### src/rtl/lbp_regs_cfg.svh
// lbp_regs_cfg.svh: offsets, field positions and reset values of the local bus config block
// assumes byte addresses on a 32-bit avalon-mm slave, one aligned word per register
`ifndef LBP_REGS_CFG_SVH
`define LBP_REGS_CFG_SVH

`define LBP_OFS_CONFIG 4'h0
`define LBP_OFS_STATUS 4'h4
`define LBP_OFS_MASK 4'h8
`define LBP_OFS_STATE 4'hc

`define LBP_CFG_SHARED_BIT 0
`define LBP_CFG_DIR_SEL_BIT 1
`define LBP_CFG_DEC_ONE_BIT 2
`define LBP_CFG_DEC_TWO_BIT 3
`define LBP_CFG_SEP_INT_BIT 4
`define LBP_CFG_RESET 5'h00

`define LBP_EVT_INT_A_BIT 0
`define LBP_EVT_INT_B_BIT 1
`define LBP_EVT_DRQ_BIT 2
`define LBP_EVT_RESET 3'h0
`define LBP_MASK_RESET 3'h0

`define LBP_NUM_INT 2
`define LBP_NUM_PINS 4

`endif

### src/rtl/lbp_pkg.sv
// lbp_pkg: types shared by the local bus config block
// assumes the constants of lbp_regs_cfg.svh for field positions
package lbp_pkg;

  // field order follows the config word, bit 4 down to bit 0
  typedef struct packed {
    logic separate_int_pins;
    logic second_int_decode_select;
    logic first_int_decode_select;
    logic dma_direction_select;
    logic shared_chan_a;
  } lbp_cfg_t;

  typedef struct packed {
    logic drq;
    logic int_b;
    logic int_a;
  } lbp_evt_t;

  typedef struct packed {
    logic read;
    logic write;
    logic [3:0] address;
    logic [3:0] byteenable;
    logic [31:0] writedata;
  } lbp_req_t;

endpackage

### src/rtl/lbp_int_decode.sv
// lbp_int_decode: turns one synchronised peripheral interrupt level into an active-high request
// assumes pin_s is already synchronised to ref_clk
`timescale 1ns/1ps
module lbp_int_decode (
  input wire logic ref_clk,
  input wire logic rst,
  input wire logic pin_s,
  input wire logic active_low,
  input wire logic enable,
  output logic req
);

  // a disabled input never raises a request, whatever the pin does
  wire logic next_req = enable & (pin_s ^ active_low);

  always_ff @(posedge ref_clk or posedge rst) begin
    if (rst) begin
      req <= 1'b0;
    end else begin
      req <= next_req;
    end
  end

endmodule // lbp_int_decode

### src/rtl/lbp_local_bus_cfg.sv
// lbp_local_bus_cfg: local bus side config of dma request routing and peripheral interrupt decode
// assumes an avalon-mm master on ref_clk and asynchronous peripheral pins
// Operation
// - shared mode, direction 0: channel a request is a receive request
// - shared mode, direction 1: channel a request is a transmit request
// - direction select acts only while shared channel a mode is set
// - first decode select 0: first peripheral decoding, input one active high
// - first decode select 1: second peripheral decoding, input one active low
// - second decode select 0: first peripheral decoding, input two active high
// - second decode select 1: second peripheral decoding, input two active low
// - separate pins 0: input one serves both channels, input two disabled
// - separate pins 1: input one for channel a, input two for channel b
// - shared mode carries both requests and acknowledges on channel a lines
// - reset default is separate transmit and receive dma signals
//
// The implementer's own choices: the register offsets and the Avalon-MM interface to the registers.
`timescale 1ns/1ps
`include "lbp_regs_cfg.svh"
module lbp_local_bus_cfg (
  input wire logic ref_clk,
  input wire logic rst,
  input wire logic avs_read,
  input wire logic avs_write,
  input wire logic [3:0] avs_address,
  input wire logic [3:0] avs_byteenable,
  input wire logic [31:0] avs_writedata,
  output logic [31:0] avs_readdata,
  output logic avs_waitrequest,
  input wire logic chan_a_request_line,
  input wire logic chan_b_request_line,
  output logic chan_a_ack_line,
  output logic chan_b_ack_line,
  input wire logic periph_int_in_one,
  input wire logic periph_int_in_two,
  output logic dma_tx_req,
  output logic dma_rx_req,
  input wire logic dma_tx_ack,
  input wire logic dma_rx_ack,
  output logic chan_a_int_req,
  output logic chan_b_int_req,
  output logic int_one_decode_type,
  output logic int_two_decode_type,
  output logic irq
);

  lbp_pkg::lbp_req_t req;
  lbp_pkg::lbp_cfg_t cfg;
  lbp_pkg::lbp_evt_t status;
  lbp_pkg::lbp_evt_t mask;
  logic [`LBP_NUM_PINS-1:0] pin_s;
  logic [`LBP_NUM_INT-1:0] int_lvl;
  logic [`LBP_NUM_INT-1:0] int_pol;
  logic [`LBP_NUM_INT-1:0] int_en;
  logic drq_prev;
  logic int_a_prev;
  logic int_b_prev;

  assign req.read = avs_read;
  assign req.write = avs_write;
  assign req.address = avs_address;
  assign req.byteenable = avs_byteenable;
  assign req.writedata = avs_writedata;

  // pin order: request a, request b, interrupt one, interrupt two
  lbp_sync #(
    .W(`LBP_NUM_PINS)
  ) u_pin_sync (
    .ref_clk(ref_clk),
    .rst(rst),
    .d({periph_int_in_two, periph_int_in_one, chan_b_request_line, chan_a_request_line}),
    .q(pin_s)
  );

  wire logic req_a_s = pin_s[0];
  wire logic req_b_s = pin_s[1];
  wire logic [`LBP_NUM_INT-1:0] int_pin_s = pin_s[3:2];

  // bus decode
  wire logic sel_config = req.address == `LBP_OFS_CONFIG;
  wire logic sel_status = req.address == `LBP_OFS_STATUS;
  wire logic sel_mask = req.address == `LBP_OFS_MASK;
  wire logic sel_state = req.address == `LBP_OFS_STATE;
  // a write takes effect only on the edge where waitrequest is seen low
  wire logic wr_go = req.write & ~avs_waitrequest & req.byteenable[0];
  wire logic rd_load = req.read & avs_waitrequest;
  wire logic next_waitrequest = ~((req.read | req.write) & avs_waitrequest);

  wire lbp_pkg::lbp_cfg_t next_cfg = (wr_go & sel_config) ?
    lbp_pkg::lbp_cfg_t'(req.writedata[4:0]) : cfg;
  wire lbp_pkg::lbp_evt_t next_mask = (wr_go & sel_mask) ?
    lbp_pkg::lbp_evt_t'(req.writedata[2:0]) : mask;

  // dma request routing
  wire logic shared = cfg.shared_chan_a;
  wire logic shared_tx = shared & cfg.dma_direction_select;
  wire logic shared_rx = shared & ~cfg.dma_direction_select;
  // in separate mode the direction select has no effect at all
  wire logic next_tx_req = shared ? (shared_tx & req_a_s) : req_a_s;
  wire logic next_rx_req = shared ? (shared_rx & req_a_s) : req_b_s;
  // shared mode: only the acknowledge picked by direction select leaves on channel a, channel b stays idle
  wire logic next_ack_a = shared ? (cfg.dma_direction_select ? dma_tx_ack : dma_rx_ack)
    : dma_tx_ack;
  wire logic next_ack_b = ~shared & dma_rx_ack;

  // interrupt decode: second peripheral type is active low
  assign int_pol[0] = cfg.first_int_decode_select;
  assign int_pol[1] = cfg.second_int_decode_select;
  assign int_en[0] = 1'b1;
  assign int_en[1] = cfg.separate_int_pins;

  genvar gi;
  generate
    for (gi = 0; gi < `LBP_NUM_INT; gi++) begin : g_int
      lbp_int_decode u_dec (
        .ref_clk(ref_clk),
        .rst(rst),
        .pin_s(int_pin_s[gi]),
        .active_low(int_pol[gi]),
        .enable(int_en[gi]),
        .req(int_lvl[gi])
      );
    end
  endgenerate

  wire logic next_int_a = int_lvl[0];
  wire logic next_int_b = cfg.separate_int_pins ? int_lvl[1] : int_lvl[0];

  // events: rising edges of the routed requests
  wire logic drq_any = next_tx_req | next_rx_req;
  wire lbp_pkg::lbp_evt_t evt_set = '{
    drq: drq_any & ~drq_prev,
    int_b: next_int_b & ~int_b_prev,
    int_a: next_int_a & ~int_a_prev
  };
  wire lbp_pkg::lbp_evt_t evt_clr = (wr_go & sel_status) ?
    lbp_pkg::lbp_evt_t'(req.writedata[2:0]) : '0;
  // a set in the clearing cycle survives
  wire lbp_pkg::lbp_evt_t next_status = (status & ~evt_clr) | evt_set;
  // next mask as well as next status, so irq lines up with the unmasked status word
  wire logic next_irq = |(next_status & next_mask);

  wire logic [31:0] state_word = {24'h000000, int_lvl, pin_s, dma_tx_req, dma_rx_req};
  wire logic [31:0] next_readdata =
    sel_config ? {27'h0000000, cfg} :
    sel_status ? {29'h00000000, status} :
    sel_mask ? {29'h00000000, mask} :
    sel_state ? state_word : 32'h00000000;

  always_ff @(posedge ref_clk or posedge rst) begin
    if (rst) begin
      avs_waitrequest <= 1'b1;
      avs_readdata <= 32'h00000000;
    end else begin
      avs_waitrequest <= next_waitrequest;
      if (rd_load) begin
        avs_readdata <= next_readdata;
      end
    end
  end

  always_ff @(posedge ref_clk or posedge rst) begin
    if (rst) begin
      cfg <= lbp_pkg::lbp_cfg_t'(`LBP_CFG_RESET);
      mask <= lbp_pkg::lbp_evt_t'(`LBP_MASK_RESET);
      status <= lbp_pkg::lbp_evt_t'(`LBP_EVT_RESET);
      irq <= 1'b0;
    end else begin
      cfg <= next_cfg;
      mask <= next_mask;
      status <= next_status;
      irq <= next_irq;
    end
  end

  // dma side outputs
  always_ff @(posedge ref_clk or posedge rst) begin
    if (rst) begin
      dma_tx_req <= 1'b0;
      dma_rx_req <= 1'b0;
      chan_a_ack_line <= 1'b0;
      chan_b_ack_line <= 1'b0;
      drq_prev <= 1'b0;
    end else begin
      dma_tx_req <= next_tx_req;
      dma_rx_req <= next_rx_req;
      chan_a_ack_line <= next_ack_a;
      chan_b_ack_line <= next_ack_b;
      drq_prev <= drq_any;
    end
  end

  // interrupt side outputs; the prev flops follow the routed levels, not the pins
  always_ff @(posedge ref_clk or posedge rst) begin
    if (rst) begin
      chan_a_int_req <= 1'b0;
      chan_b_int_req <= 1'b0;
      int_a_prev <= 1'b0;
      int_b_prev <= 1'b0;
    end else begin
      chan_a_int_req <= next_int_a;
      chan_b_int_req <= next_int_b;
      int_a_prev <= next_int_a;
      int_b_prev <= next_int_b;
    end
  end

  // decode type tells the peripheral access engine which register layout to use
  assign int_one_decode_type = cfg.first_int_decode_select;
  assign int_two_decode_type = cfg.second_int_decode_select;
endmodule // lbp_local_bus_cfg

### src/rtl/lbp_sync.sv
// lbp_sync: two-flop synchroniser for a group of pin levels
// assumes inputs are asynchronous to ref_clk; only q is read outside
`timescale 1ns/1ps
module lbp_sync #(
  parameter int W = 1
) (
  input wire logic ref_clk,
  input wire logic rst,
  input wire logic [W-1:0] d,
  output logic [W-1:0] q
);

  logic [W-1:0] meta;

  always_ff @(posedge ref_clk or posedge rst) begin
    if (rst) begin
      meta <= '0;
      q <= '0;
    end else begin
      meta <= d;
      q <= meta;
    end
  end

endmodule // lbp_sync

### config.mk
export PLATFORM = sky130hd
export DESIGN_NAME = lbp_local_bus_cfg
export DESIGN_NICKNAME = d
export VERILOG_FILES = /design/src/rtl/lbp_pkg.sv /design/src/rtl/lbp_int_decode.sv /design/src/rtl/lbp_local_bus_cfg.sv /design/src/rtl/lbp_sync.sv
export VERILOG_INCLUDE_DIRS = /design/src /design/src/rtl
export SDC_FILE = /design/constraint.sdc
export NUM_CORES = 1
export LEC_CHECK = 0
export ABC_AREA = 1
export BUFFER_PORTS_ARGS = -buffer_cell sky130_fd_sc_hd__buf_2
export CAP_MARGIN = 20
export CORE_MARGIN = 8
export CORE_UTILIZATION = 44
export DETAILED_ROUTE_END_ITERATION = 16
export PLACE_DENSITY_LB_ADDON = 0.3
export SYNTH_ARGS = -nofsm -noshare
export SYNTH_HDL_FRONTEND = slang
export SYNTH_SLANG_ARGS = --single-unit
### constraint.sdc
create_clock -name ref_clk -period 1.7 [get_ports ref_clk]
set_input_delay 0.085 -clock ref_clk [delete_from_list [all_inputs] [get_ports ref_clk]]
set_output_delay 0.085 -clock ref_clk [all_outputs]
set_load 0.05 [all_outputs]
==> results.ini <==
[finish]
antennaDiodeCount=0
design_area_sq_um=2050
post-route-util_pct=55.5
nNetsFinal=292
area_delta_synth_final_pct=19.6
drive_gt1_share_pct=24.0

[die]
die-area_sq_um=6140
core_area_sq_um=3690
io-pin-count=92
die_h_um=78.3
die_width_um=78.3
start_util_pct=46.4
placementRows=22

[clock_network]
cts_tree=done
clockRootBuffer=clkbuf_8
clockBufferDepth=2
numCtsBuffers=5
clock_latency_ps=290
htreeDepth=2
cts_sinks=38
path_clk_slew_ps=70

[timing]
timing.final.max_slew_violations=0
rsz0062_at_grt=false
fin_crit_ps=1270
setup_viol=0
finalHoldViolCount=1
setup_tns_ps=0
skew_ps=5.93
timing.final.crit_share_pct=74.9
clock.fmax_mhz=785
whs_ps=-3.16

[worst_hold_path]
hold_path_depth=2
min_from=avs_read
hold_class=in2reg
hold_path_end=avs_waitrequest

[worst_setup_path]
reg2reg_to=avs_readdata[2]
crit_family=flip-flops
arrival_ps=1460
worstPathCellList=nand2_1, clkinv_1, o21ai_0, a21oi_1, nor2_1
slowest_stage=dfstp_2
reg2reg_from=avs_waitrequest
cp-start-kind=flip-flop
critPathCaptureType=flip-flop
critPathRequiredTime_ps=1880
reg2reg_slack_ps=430
worst-path-buf-inv=1
r2r_cells=5
cpPeakStageDelay_ps=560
cp_max_fo=10
cp.depth=5
path_class=reg2reg

[synthesis]
synth-edff-count=0
ys_seq_elements=38
synth_area_sq_um=1710
synthXorXnorAreaFrac_pct=0.512
yosysMostFrequentCell=nand2_1
synth.yosys.seq_area_share_pct=55.7
avgSynthCellArea_sq_um=9.10
synth_compound_area_share_pct=7.90
synthMuxAreaShare_pct=0
yosys.area.top_type=dfrtp_1
synth_top_cell_area_share_pct=54.1
synth_common_cells=45 x nand2_1, 37 x dfrtp_1, 24 x buf_4
synth_cells=188
synthTopCellsByArea=dfrtp_1 54%, buf_4 11%, nand2_1 9.9%
synth.distinct_cells=23
ys_warn_count=0
synth-async-reset-ratio_pct=100
synth_top_family_by_area=simple AND/OR/NAND/NOR gates
synth-simple-area-share_pct=20.3
synthFlopType=dfrtp_1
synth_adder_area_share_pct=0

[route]
drcViolationCount=0
viasPerCell=4.31
routedWlPerCell_um=12.3
first_pass_iters=4
drt-total-wl_mm=3.58
vias=1250
ant_nets=0
drt-initial-drc-count=62

[job]
cap_viol_max_count=0

[grt]
grt_pass1_wl_mm=6.03
use_met1_pct=13.8
antenna_found_initial=0
grt_max_degree=39
grtUsageTotal_pct=12.4
grt_pass1_vias=1282
overflow=0
grt-busiest-layer=met2
grtUsageMet2_pct=20.3
grt_use_met3_pct=5.35

[power]
p_per_area_nw_per_um2=1180
total_leakage_power_nw=1.09
vdd_drop_max_mv=0.736

[run_status]
status=finished with violations
failed_checks=hold timing

[place]
placed_area_sq_um=1880
place.gp.congestion=0.900
io_buffers=37
hpwl_mm=2.70

## placed cells by master (no fill, tap or decap)
| cell | instances |
|---|---|
| inv_2 | 2 |
| nor2_4 | 4 |
| a31oi_1 | 1 |
| nand4_1 | 1 |
| o21a_1 | 1 |
| xor2_1 | 1 |
| dfstp_2 | 1 |
| or2_2 | 1 |
| nor2_1 | 11 |
| inv_1 | 19 |
| o22ai_1 | 1 |
| dlygate4sd3_1 | 9 |
| clkbuf_8 | 5 |
| buf_2 | 37 |
| clkinv_1 | 1 |
| o31ai_1 | 1 |
| nor2_2 | 3 |
| dfrtp_1 | 37 |
| o21ai_0 | 16 |
| a21oi_1 | 4 |
| nand3_1 | 11 |
| buf_4 | 2 |
| clkinv_2 | 2 |
| o21bai_1 | 1 |
| conb_1 | 24 |
| nand2_1 | 45 |
| nand2_2 | 1 |
## metrics by stage
stage | setup slack, ps | hold slack [ps] | instances | total power, mW
final | 427 | -3.16 | 290 | 2.41
after global routing | 268 | 3.28 | 290 | 2.53
after CTS | 391 | 3.71 | 290 | 2.43
after detailed placement | 409 | 195 | 274 | 1.84
after global placement | 433 | 192 | 274 | 1.83
after floorplan | 303 | 116 | 211 | 1.71
## timing repair
item	CTS	global route
hold buffers	9	0
buffers inserted	0	0
endpoints found under the hold margin	45	0
gates resized for setup	0	0
## worst max-delay path by stage
stage | slack (ps) | start | to
6_report | 430 | avs_waitrequest | avs_readdata[2]
5_1_grt | 270 | avs_waitrequest | avs_readdata[1]
4_1_cts | 390 | avs_waitrequest | avs_readdata[2]
3_5_place_dp | 410 | avs_waitrequest | avs_readdata[2]
3_3_place_gp | 430 | avs_waitrequest | avs_readdata[1]
2_1_floorplan | 300 | avs_waitrequest | avs_readdata[1]
## flip-flops by register name, indices dropped and copies added (netlist names)
| register | flops |
|---|---|
| avs_readdata | 8 |
| avs_waitrequest | 1 |
| cfg | 2 |
| chan_a_ack_line | 1 |
| chan_a_int_req | 1 |
| chan_b_ack_line | 1 |
| chan_b_int_req | 1 |
| dma_rx_req | 1 |
| dma_tx_req | 1 |
| drq_prev | 1 |
| g_int.u_dec.req | 2 |
| int_one_decode_type | 1 |
| int_two_decode_type | 1 |
| irq | 1 |
| mask | 3 |
| shared | 1 |
| status | 3 |
| u_pin_sync.meta | 4 |
| u_pin_sync.q | 4 |
## worst reg2reg max path: cells and delay by family, from the launching register on
kind / cells / cell delay (ps)
AOI/OAI and AO/OA: 2 / 290
and+or+nand+nor: 2 / 140
buffers and inverters: 1 / 190
DFF: 1 / 560
## cells by family (layout without fill, tap and decap cells)
group	Yosys count	in the layout
other cells	1	24
compound gates	25	25
xor+xnor	1	1
simple gates	77	77
flops	38	38
buf+inv	46	77
## metal layers
metal,wire (um),vias up
met3,325,6
met5,0,-
met4,45,0
li1,-,647
met2,1680,40
met1,1530,557
## area by class of cell
class | count | area, sq um
clock inverter | 2 | 10.0
tap | 48 | 60.1
timing repair buffer | 48 | 290
sequential | 38 | 952
multi-input combinational | 127 | 582
clock buffer | 5 | 68.8
inverter | 22 | 82.6
fill | 366 | 1640
## power by group
part | switching [mW] | leakage (nW) | internal (mW) | total, mW
clock | 0.304 | 0.0438 | 0.275 | 0.579
sequential | 0.0683 | 0.446 | 1.03 | 1.10
combinational | 0.572 | 0.604 | 0.157 | 0.729
total | 0.944 | 1.09 | 1.46 | 2.41
No activity file was read; power rests on OpenSTA's default activity.
